<file path="src/shared/fmt_defines.vh">
// Contract
// - Four identical channels, 16-bit counter, constant, status.
// - Base tick clk/8, then power-of-two prescale.
// - On match, counter clears and restarts.
// - Continuous compare sets compare match flag.
// - Request high while flag and enable set.
// - Host access never disturbs counting; writes load.
// - Constant write-only, all ones on reset/stop.
// - Flag clears on counter read after status read.
// - Flag cleared by reset and stop mode.
// - Bit 6 match interrupt enable, reset clears.
// - Bit 4 run enable, holds value, stop clears.
// - Bits 5 and 3..0 read zero.
// - Counter resets zero, high/low byte readable, writable.
`ifndef FMT_DEFINES_VH
`define FMT_DEFINES_VH
`define FMT_CLK_HZ        20000000
`define FMT_BASE_DIV      8
`define FMT_CH_STRIDE     8'h10
`define FMT_OFF_CNT_LO    4'h0
`define FMT_OFF_CNT_HI    4'h1
`define FMT_OFF_CON_LO    4'h2
`define FMT_OFF_CON_HI    4'h3
`define FMT_OFF_CSR       4'h4
`define FMT_OFF_PSC       4'h5
`define FMT_OFF_CNT_W     4'h6
`define FMT_OFF_CON_W     4'h7
`define FMT_OFF_ISTAT     8'h40
`define FMT_OFF_IMASK     8'h41
`define FMT_CSR_FLAG      7
`define FMT_CSR_IEN       6
`define FMT_CSR_RUN       4
`define FMT_CNT_RST       16'h0000
`define FMT_CON_RST       16'hFFFF
`endif

</file>
<file path="src/rtl/fmt_tick_div.v">
// Shared base tick: one-cycle pulse every BASE_DIV clocks.
module fmt_tick_div #(
  parameter BASE_DIV = 8
) (
  input  wire ref_clk,
  input  wire nrst,
  input  wire stop,
  output reg  tick
);
  reg [7:0] cnt_q;
  always @(posedge ref_clk) begin
    if (!nrst || stop) begin
      cnt_q <= 8'h00;
      tick  <= 1'b0;
    end else if (cnt_q == BASE_DIV[7:0] - 8'h01) begin
      cnt_q <= 8'h00;
      tick  <= 1'b1;
    end else begin
      cnt_q <= cnt_q + 8'h01;
      tick  <= 1'b0;
    end
  end
endmodule

</file>
<file path="src/rtl/fmt_timer.v">
`include "fmt_defines.vh"
// Four-channel match timer with byte/word register port.
module fmt_timer #(
  parameter NCH = 4
) (
  input  wire        ref_clk,
  input  wire        nrst,
  input  wire        sys_stop,
  input  wire [7:0]  addr,
  input  wire [15:0] wdata,
  input  wire        wr,
  input  wire        rd,
  output reg  [15:0] rdata,
  output reg  [3:0]  chan_match_request,
  output reg         irq
);
  wire       base_tick;
  reg [15:0] cnt_q   [0:NCH-1];
  reg [15:0] con_q   [0:NCH-1];
  reg        flag_q  [0:NCH-1];
  reg        ien_q   [0:NCH-1];
  reg        run_q   [0:NCH-1];
  reg [2:0]  psc_q   [0:NCH-1];
  reg [7:0]  pdiv_q  [0:NCH-1];
  reg        armed_q [0:NCH-1];
  reg [3:0]  ist_q;
  reg [3:0]  imask_q;
  reg [NCH-1:0] hit;
  reg [NCH-1:0] cmp_eq;
  reg [NCH-1:0] cnt_wr;
  reg [NCH-1:0] con_wr;
  reg [NCH-1:0] csr_wr;
  reg [NCH-1:0] psc_wr;
  reg [NCH-1:0] cnt_rd;
  reg [NCH-1:0] csr_rd;
  reg [15:0]    rd_mux;
  // One loop variable per process keeps the drivers apart
  integer       i_dec;
  integer       i_psc;
  integer       i_cnt;
  integer       i_con;
  integer       i_csr;
  integer       i_flg;
  integer       i_req;
  integer       i_mux;
  integer       i_ist;

  // Stop mode clears the base tick divider too
  fmt_tick_div #(.BASE_DIV(`FMT_BASE_DIV)) u_div (
    .ref_clk (ref_clk),
    .nrst    (nrst),
    .stop    (sys_stop),
    .tick    (base_tick)
  );

  function sel;
    input [7:0] a;
    input integer ch;
    begin
      sel = (a[7:4] == ch[3:0]) && (ch < NCH);
    end
  endfunction

  function [7:0] pmask;
    input [2:0] s;
    begin
      pmask = (8'h01 << s) - 8'h01;
    end
  endfunction

  // Offset classes shared by write, read and flag logic
  function is_cnt;
    input [3:0] off;
    begin
      is_cnt = (off == `FMT_OFF_CNT_LO) || (off == `FMT_OFF_CNT_HI) ||
               (off == `FMT_OFF_CNT_W);
    end
  endfunction

  function is_con;
    input [3:0] off;
    begin
      is_con = (off == `FMT_OFF_CON_LO) || (off == `FMT_OFF_CON_HI) ||
               (off == `FMT_OFF_CON_W);
    end
  endfunction

  // Byte lanes: a byte access keeps the other half intact
  function [15:0] merge;
    input [15:0] old;
    input [15:0] wd;
    input [3:0]  off;
    input [3:0]  lo;
    input [3:0]  hi;
    begin
      if (off == lo)
        merge = {old[15:8], wd[7:0]};
      else if (off == hi)
        merge = {wd[7:0], old[7:0]};
      else
        merge = wd;
    end
  endfunction

  // Per-channel strobes, decoded once for every consumer
  always @* begin
    hit    = {NCH{1'b0}};
    cmp_eq = {NCH{1'b0}};
    cnt_wr = {NCH{1'b0}};
    con_wr = {NCH{1'b0}};
    csr_wr = {NCH{1'b0}};
    psc_wr = {NCH{1'b0}};
    cnt_rd = {NCH{1'b0}};
    csr_rd = {NCH{1'b0}};
    for (i_dec = 0; i_dec < NCH; i_dec = i_dec + 1) begin
      // Plain equality; each user adds its own run gating
      cmp_eq[i_dec] = (cnt_q[i_dec] == con_q[i_dec]);
      // Step when the masked part of the divider is all ones
      hit[i_dec] = run_q[i_dec] && base_tick &&
                   ((pdiv_q[i_dec] & pmask(psc_q[i_dec])) ==
                    pmask(psc_q[i_dec]));
      // Strobes stay low unless the address picks this channel
      cnt_wr[i_dec] = wr && sel(addr, i_dec) && is_cnt(addr[3:0]);
      con_wr[i_dec] = wr && sel(addr, i_dec) && is_con(addr[3:0]);
      csr_wr[i_dec] = wr && sel(addr, i_dec) &&
                      (addr[3:0] == `FMT_OFF_CSR);
      psc_wr[i_dec] = wr && sel(addr, i_dec) &&
                      (addr[3:0] == `FMT_OFF_PSC);
      cnt_rd[i_dec] = rd && sel(addr, i_dec) && is_cnt(addr[3:0]);
      csr_rd[i_dec] = rd && sel(addr, i_dec) &&
                      (addr[3:0] == `FMT_OFF_CSR);
    end
  end

  // Counter write restarts the prescaler, bounding the first step
  always @(posedge ref_clk) begin
    for (i_psc = 0; i_psc < NCH; i_psc = i_psc + 1) begin
      if (!nrst || sys_stop) begin
        pdiv_q[i_psc] <= 8'h00;
      end else if (cnt_wr[i_psc] || hit[i_psc]) begin
        pdiv_q[i_psc] <= 8'h00;
      end else if (run_q[i_psc] && base_tick) begin
        // Divider only advances while the channel runs
        pdiv_q[i_psc] <= pdiv_q[i_psc] + 8'h01;
      end
    end
  end

  // Host load wins over a step in the same cycle
  always @(posedge ref_clk) begin
    for (i_cnt = 0; i_cnt < NCH; i_cnt = i_cnt + 1) begin
      if (!nrst) begin
        cnt_q[i_cnt] <= `FMT_CNT_RST;
      end else if (sys_stop) begin
        // Stop freezes the count; flag, run and prescaler clear, constant reloads
        cnt_q[i_cnt] <= cnt_q[i_cnt];
      end else if (cnt_wr[i_cnt]) begin
        cnt_q[i_cnt] <= merge(cnt_q[i_cnt], wdata, addr[3:0],
                              `FMT_OFF_CNT_LO,
                              `FMT_OFF_CNT_HI);
      end else if (hit[i_cnt] && cmp_eq[i_cnt]) begin
        // Wrap on the step that finds the match
        cnt_q[i_cnt] <= 16'h0000;
      end else if (hit[i_cnt]) begin
        cnt_q[i_cnt] <= cnt_q[i_cnt] + 16'h0001;
      end
    end
  end

  // Constant is write-only; stop mode reloads all ones
  always @(posedge ref_clk) begin
    for (i_con = 0; i_con < NCH; i_con = i_con + 1) begin
      if (!nrst || sys_stop) begin
        con_q[i_con] <= `FMT_CON_RST;
      end else if (con_wr[i_con]) begin
        // Reads never reach this register
        con_q[i_con] <= merge(con_q[i_con], wdata, addr[3:0],
                              `FMT_OFF_CON_LO,
                              `FMT_OFF_CON_HI);
      end
    end
  end

  // Reserved control bits are never stored, so they read zero
  always @(posedge ref_clk) begin
    for (i_csr = 0; i_csr < NCH; i_csr = i_csr + 1) begin
      if (!nrst) begin
        ien_q[i_csr] <= 1'b0;
        run_q[i_csr] <= 1'b0;
        psc_q[i_csr] <= 3'h0;
      end else if (sys_stop) begin
        // Enable survives stop mode; only reset or a control write clears it
        run_q[i_csr] <= 1'b0;
      end else begin
        // Bits 5 and 3..0 of the write data are dropped
        if (csr_wr[i_csr]) begin
          ien_q[i_csr] <= wdata[`FMT_CSR_IEN];
          run_q[i_csr] <= wdata[`FMT_CSR_RUN];
        end
        if (psc_wr[i_csr]) begin
          psc_q[i_csr] <= wdata[2:0];
        end
      end
    end
  end

  // A status read seeing the flag arms the clear; a later counter
  // read clears it, with any accesses in between
  always @(posedge ref_clk) begin
    for (i_flg = 0; i_flg < NCH; i_flg = i_flg + 1) begin
      if (!nrst || sys_stop) begin
        flag_q[i_flg]  <= 1'b0;
        armed_q[i_flg] <= 1'b0;
      end else begin
        if (csr_rd[i_flg]) begin
          armed_q[i_flg] <= flag_q[i_flg];
        end
        // A held match keeps setting, so set wins over the clear
        if (cmp_eq[i_flg] && run_q[i_flg]) begin
          flag_q[i_flg] <= 1'b1;
        end else if (cnt_rd[i_flg] && armed_q[i_flg]) begin
          flag_q[i_flg]  <= 1'b0;
          armed_q[i_flg] <= 1'b0;
        end
      end
    end
  end

  // Registered so the request pins never glitch
  always @(posedge ref_clk) begin
    for (i_req = 0; i_req < NCH; i_req = i_req + 1) begin
      if (!nrst) begin
        chan_match_request[i_req] <= 1'b0;
      end else begin
        chan_match_request[i_req] <= flag_q[i_req] && ien_q[i_req];
      end
    end
  end

  // Read mux; unmapped and write-only offsets give zero
  always @* begin
    rd_mux = 16'h0000;
    for (i_mux = 0; i_mux < NCH; i_mux = i_mux + 1) begin
      if (sel(addr, i_mux)) begin
        case (addr[3:0])
          `FMT_OFF_CNT_LO: rd_mux = {8'h00, cnt_q[i_mux][7:0]};
          `FMT_OFF_CNT_HI: rd_mux = {8'h00, cnt_q[i_mux][15:8]};
          `FMT_OFF_CNT_W:  rd_mux = cnt_q[i_mux];
          `FMT_OFF_CSR: begin
            rd_mux = {8'h00, flag_q[i_mux], ien_q[i_mux], 1'b0,
                      run_q[i_mux], 4'h0};
          end
          `FMT_OFF_PSC:    rd_mux = {13'h0000, psc_q[i_mux]};
          default:         rd_mux = 16'h0000;
        endcase
      end
    end
    // Interrupt registers sit above the channel window
    if (addr == `FMT_OFF_ISTAT) begin
      rd_mux = {12'h000, ist_q};
    end
    if (addr == `FMT_OFF_IMASK) begin
      rd_mux = {12'h000, imask_q};
    end
  end

  // Data stands one cycle after the strobe, zero otherwise
  always @(posedge ref_clk) begin
    if (!nrst) begin
      rdata <= 16'h0000;
    end else if (rd) begin
      rdata <= rd_mux;
    end else begin
      rdata <= 16'h0000;
    end
  end

  // Sticky match status; set wins over a write-one clear
  always @(posedge ref_clk) begin
    if (!nrst) begin
      ist_q   <= 4'h0;
      imask_q <= 4'h0;
      irq     <= 1'b0;
    end else begin
      for (i_ist = 0; i_ist < NCH; i_ist = i_ist + 1) begin
        // Only a running match that finds the flag still clear is an event
        if (!sys_stop && cmp_eq[i_ist] && run_q[i_ist] &&
            !flag_q[i_ist]) begin
          ist_q[i_ist] <= 1'b1;
        end else if (wr && (addr == `FMT_OFF_ISTAT) && wdata[i_ist]) begin
          ist_q[i_ist] <= 1'b0;
        end
      end
      // Mask shares the status layout
      if (wr && (addr == `FMT_OFF_IMASK)) begin
        imask_q <= wdata[3:0];
      end
      irq <= |(ist_q & imask_q);
    end
  end
endmodule

</file>
<file path="config.mk">
export PLATFORM = sky130hd
export DESIGN_NAME = fmt_timer
export DESIGN_NICKNAME = d
export VERILOG_FILES = /design/src/rtl/fmt_tick_div.v /design/src/rtl/fmt_timer.v
export VERILOG_INCLUDE_DIRS = /design/src /design/src/shared
export SDC_FILE = /design/constraint.sdc
export NUM_CORES = 1
export LEC_CHECK = 0
export CORE_MARGIN = 2
export CORE_UTILIZATION = 52
export CTS_CLUSTER_DIAMETER = 150
export DETAILED_ROUTE_END_ITERATION = 8
export DONT_BUFFER_PORTS = 1
export GPL_ROUTABILITY_DRIVEN = 0
export HOLD_SLACK_MARGIN = 0.1
export PLACE_DENSITY = 0.67
export SYNTH_ARGS = -nofsm -noshare
export SYNTH_HDL_FRONTEND = slang
export SYNTH_HIERARCHICAL = 1
export SYNTH_SLANG_ARGS = --single-unit
</file>
<file path="constraint.sdc">
create_clock -name ref_clk -period 4 [get_ports ref_clk]
set_clock_uncertainty 0.1 [all_clocks]
set_input_delay 0 -clock ref_clk [delete_from_list [all_inputs] [get_ports ref_clk]]
set_output_delay 0 -clock ref_clk [all_outputs]
set_load 0.02 [all_outputs]
</file>
; Yosys cells after proc, flatten, opt, wreduce, memory -nomap -nowiden
; Memories as Yosys holds them, arrays and structs flattened.
; Index checks and enable logic that the tools add are counted.
[totals]
reg_bits = 38
ramBits = 188
input_bits = 29
output_inout_bits = 21
elab_cells = 516
memories = 8
[memory_table]
columns = name, words, word_bits, rd, rd_clocked_by_memory_dff, write_ports, line_no
row1 = cnt_q, 4, 16, 4, 0, 4, fmt_timer.v:18  ; reg [15:0] cnt_q [0:NCH-1];
row2 = con_q, 4, 16, 4, 0, 4, fmt_timer.v:19  ; reg [15:0] con_q [0:NCH-1];
row3 = pdiv_q, 4, 8, 4, 0, 4, fmt_timer.v:24  ; reg [7:0] pdiv_q [0:NCH-1];
row4 = psc_q, 4, 3, 4, 0, 4, fmt_timer.v:23  ; reg [2:0] psc_q [0:NCH-1];
row5 = armed_q, 4, 1, 4, 0, 4, fmt_timer.v:25  ; reg armed_q [0:NCH-1];
row6 = flag_q, 4, 1, 4, 0, 4, fmt_timer.v:20  ; reg flag_q [0:NCH-1];
row7 = 2 more memories, --, --, --, --, --, --
[op_classes]
n_addsub = 13
eq_ne = 21
shift = 4
n_mux = 293
bitwise = 67
reduce_logical = 99
[op_table]
columns = op, count
row1 = $mux 16, 60
row2 = $pmux 16 s5, 4
row3 = $mux 1, 215
row4 = $logic_and 1x1->1, 74
row5 = $add 16x1->16 const B, 4
row6 = $eq 16x16->1, 4
row7 = $mux 8, 8
row8 = $or 1x1->1, 60
row9 = $add 8x1->8 const B, 5
row10 = $and 8x8->8, 4
row11 = $eq 8x8->1, 4
row12 = $shl 1x3->8 const A, 4
row13 = $sub 8x1->8 const B, 4
row14 = $eq 4x2->1 const B, 4
row15 = $eq 4x3->1 const B, 4
row16 = $eq 8x7->1 const B, 2
row17 = $mux 3, 4
row18 = $logic_or 1x1->1, 9
row19 = $eq 4x1->1 const B, 2
row20 = $eq 8x3->1 const B, 1
row21 = $logic_not 4->1, 2
row22 = $mux 4, 2
row23 = $reduce_bool 2->1, 4
row24 = $reduce_or 4->1, 2
row25 = 5 further kinds, 11

; Logic depth before layout (Yosys ltp)
; An unclocked memory read counts as a cell.
[logic_depth]
word_depth = 14
depth_mapped = 10
ltp_nobuf = 8

; By module
; The synthesis kept the hierarchy.
[by_module_without_submodules]
columns = mod, instances, cells_each, area_each_um2, seq_area_each_um2
row1 = fmt_timer, 1, 1246, 12545.8, 6085.8
row2 = fmt_tick_div, 1, 41, 376.6, 180.2

; Least setup slack after synthesis
; Ideal clock, no wire load.
[synth_timing]
kind = register -> register
startpoint = mem psc_q[3][2]
endpoint = mem cnt_q[3][0] (enable)
setup_time_ns = 0.377
t_arrival_ns = 2.623
t_required_ns = 3.523
path_slack_ns = 0.900
path_stages_with_launch = 10
path_buffers = 2
synth_period_minus_slack_ns = 3.100
cell_sequence = edfxtp_1 buf_2 or3_4 ha_1 nand2b_1 o22ai_1 a2111oi_2 o2111ai_2 buf_2 a22oi_1
[synth_lines]
columns = element, line_no
row1 = start: declaration, fmt_timer.v:23
row2 = end: declaration, fmt_timer.v:18

==> summary.txt <==
Worst setup path
  – Arrival @ worst endpoint: roughly 3.6 ns
  – Max incr delay on CP: 1.32 ns
  – Worst setup path category: input port to flip-flop
  – Launch point of the worst reg-to-reg path: psc_q[3][2]
  – CP Capture Type: flip-flop
  – CP Cell Sequence: dlygate4sd3_1 -> clkinv_1 -> buf_4 -> nor2_1 -> buf_4 -> o21ai_0 -> a21oi_1 -> a21oi_1
  – CP Max Fanout: 28
  – CP max stage cell: dlygate4sd3_1
  – Req. time, crit path: 4.02 ns
  – CP Launch Point: nrst
  – Crit start category: input port

Worst hold path
  – HP Class: input port to flip-flop
  – Hold path start: wr

Route
  – Vias per cell: 6.73
  – Initial DRC Count: between 1,500 and 2,000
  – DR WL/cell: 25.6 um
  – Antenna-violating nets left: 0
  – Total wire length: 41,900 um
  – # DRC: 0
  – Via Count: 11,000
  – Detailed Routing Iterations Pass 1: 8

CTS
  – CTS Buffer Depth: 3
  – CTS clk-pin slew, worst paths: 0.06 ns
  – Setup Buffers After CTS: 0
  – # clock sinks: 222
  – Clk root buf: clkbuf_16
  – CTS tree: done
  – Clock latency on the worst-skew pair: roughly 0.53 ns
  – Cts bufs inserted: 24
  – CTS H-tree depth: 1

Yosys
  – Seq cells post-synth: about 220
  – EDFF count, synth: 182
  – Post-synth ARST share: 0
  – Synth top area share: 0.423
  – Syn Area/Cell: 10.0 um^2
  – Post-synth top flop: edfxtp_1
  – Synth warnings: 6
  – Synth area leaders: edfxtp_1 (42%), dfxtp_1 (6.2%), nand2_1 (5.4%), xnor2_1 (5.2%), xor2_1 (4.6%)
  – Syn Inst Count: 1,287
  – Syn Nets: 1,327
  – Synthesized cell area: around 0.013 mm^2
  – Post-synthesis sequential area ratio: 0.485
  – Post-synth cell types: 78
  – Cell taking the most area after synthesis: edfxtp_1

Power
  – Comb pwr share: 0.098
  – VDD IR max: approximately 0.28 mV
  – PD cells: 375 mW/mm^2
  – Switching Fraction: 0.266
  – Clk pwr share: 0.387
  – Switching power: 1.43 mW
  – Part of the power in registers: 0.515
  – Cell-internal power: 3.96 mW
  – Static Leak: 4.81 nW

Finish
  – Area Growth Syn to Fin: 11.2%
  – Layout cell share with drive strength beyond 1: 0.0822
  – Final nets: 1,337
  – Register area: ~0.0063 mm^2
  – Area occupied by multi-input gates: 0.00625 mm^2
  – Fillers: between 2,000 and 2,500

STA
  – Slew HR: 0.188
  – Final Hold Viols: 0
  – Final Cycle Share: 0.892
  – Unrepaired setup endpoints after global routing: no
  – Final Max Tran Viols: 0
  – Fin worst setup slack: roughly 0.43 ns
  – Setup TNS: 0 ns
  – Worst Tran Pin Value: 1.21 ns
  – Crit path time final: about 3.6 ns
  – Final setup violation count: 0
  – Top achievable clock speed: roughly 280 MHz

Global route
  – Total track usage: 0.316
  – Largest net degree at the start of global routing: 33
  – GRT overflow: 0
  – Via count of the first global-routing pass: 10,300
  – Initial antenna violation count: 2
  – First-pass GRT wire length: around 63,000 um

Place
  – Worst slack, placed: 0.885 ns
  – Port bufs: 0
  – DP HPWL: 29,800 um

Die
  – Initial core utilization: 0.530
  – Core Region: ~0.024 mm^2
  – Die Span Y: 162 um
  – # IOs: 50
  – FP Rows: 57
  – Die Wd: 162 um
  – Die area: 0.0261 mm^2

Status
  – Outcome: completed

Run
  – Max cap viols: 0
worst max-delay path, delay by kind of cell:
| family | cells | cell delay, ns |
|---|---|---|
| buffers and inverters | 4 | 2.12 |
| AOI/OAI and AO/OA | 3 | 0.72 |
| and+or+nand+nor | 1 | 0.73 |
cells by family (layout without fill, tap and decap cells):
logic type / after synthesis / count (layout) / share of synthesized area
xor gates and xnor gates: 145 / 145 / 0.0983
muxes: 21 / 21 / 0.0186
DFF: 222 / 222 / 0.485
other: 0 / 2 / 0
AOI/OAI and AO/OA: 268 / 268 / 0.152
buffers and inverters: 106 / 133 / 0.0335
adders and majority gates: 11 / 11 / 0.0107
and+or+nand+nor: 514 / 514 / 0.202
flip-flops by register name, indices dropped and copies added (netlist names):
| name | cells |
|---|---|
| chan_match_request | 4 |
| rdata | 16 |
| pdiv_q | 28 |
| ist_q | 4 |
| u_div/cnt_q | 8 |
| irq | 1 |
| run_q | 4 |
| ien_q | 4 |
| imask_q | 4 |
| con_q | 64 |
| u_div/tick | 1 |
| cnt_q | 64 |
| armed_q | 4 |
| psc_q | 12 |
| flag_q | 4 |
what timing repair did:
item                                    CTS  global route
hold buffers                             45             0
resized for setup                         0             1
endpoints found under the setup margin    0            14
endpoints found under the hold margin   321             0
layer usage:
layer / global-route usage / wire length, um
met1: 0.432 / 16300
met2: 0.488 / 18500
met3: 0.0619 / 4790
met4: 0.150 / 2380
met5: 0 / 0
final timing paths:
kind                    endpoint  slack [ns]  cells after the start
setup / recovery     cnt_q[1][1]        0.43                      8
setup reg to reg     cnt_q[3][6]        0.84                      8
hold reg to reg   u_div/cnt_q[0]        0.39                      1
hold / removal      pdiv_q[2][5]        0.13                      2
synthesized netlist by cell type, drive strengths merged (17+ instances only):
| cell | instances |
|---|---|
| dfxtp | 40 |
| o21ai | 40 |
| o22ai | 39 |
| clkbuf | 64 |
| and3 | 40 |
| a211oi | 22 |
| nand2 | 186 |
| a21o | 41 |
| inv | 17 |
| a21oi | 35 |
| nand4 | 51 |
| xor2 | 68 |
| nor2 | 91 |
| nand3 | 47 |
| xnor2 | 77 |
| buf | 24 |
| edfxtp | 182 |
metrics by stage:
stage	utilization	area (um^2)	hold WS [ns]	instances	power, mW
floorplan	-	12900	0.0230	1287	3.10
global placement	0.541	13200	0.0230	1550	3.25
detailed placement	0.541	13200	0.0320	1550	3.26
CTS	0.589	14400	0.101	1638	5.36
global route	0.589	14400	0.114	1640	5.54
finish	0.589	14400	0.126	1640	5.39
power groups by stage:
stage	Clock [mW]	Combinational [mW]	Sequential [mW]
final	2.09	0.526	2.77
after global routing	2.20	0.559	2.78
after CTS	2.08	0.508	2.77
after detailed placement	0	0.443	2.81
after global placement	0	0.436	2.81
after floorplan	0	0.377	2.73
placed cells by master (no fill, tap or decap), types with 9 or more instances in the layout:
master,synthesis,final
mux2_2,14,14
clkbuf_16,0,25
nand3_1,46,46
and3_1,40,39
nand2_1,186,186
buf_4,1,27
nor2_1,90,90
a22oi_1,15,15
edfxtp_1,182,182
a32oi_1,9,9
a211oi_2,12,13
ha_1,11,11
nor4_1,16,14
o32ai_1,16,16
dfxtp_1,40,40
o22ai_1,39,39
and4_1,11,11
a21oi_1,34,34
clkbuf_1,64,9
o21ai_0,34,34
xor2_1,68,68
inv_1,17,17
dlygate4sd3_1,0,45
nand2b_1,12,12
xnor2_1,77,77
a21o_1,41,41
nand4_1,51,51
layout make-up:
cell class,instances,area share
flip-flops and latches,222,0.436
diodes,2,0.000348
clock inverters,9,0.00375
multi-input cells,959,0.435
inverters,18,0.00470
well taps,324,0.0282
clock buffers,34,0.0459
repair buffers,72,0.0455
(Power assumes the default switching activity.)
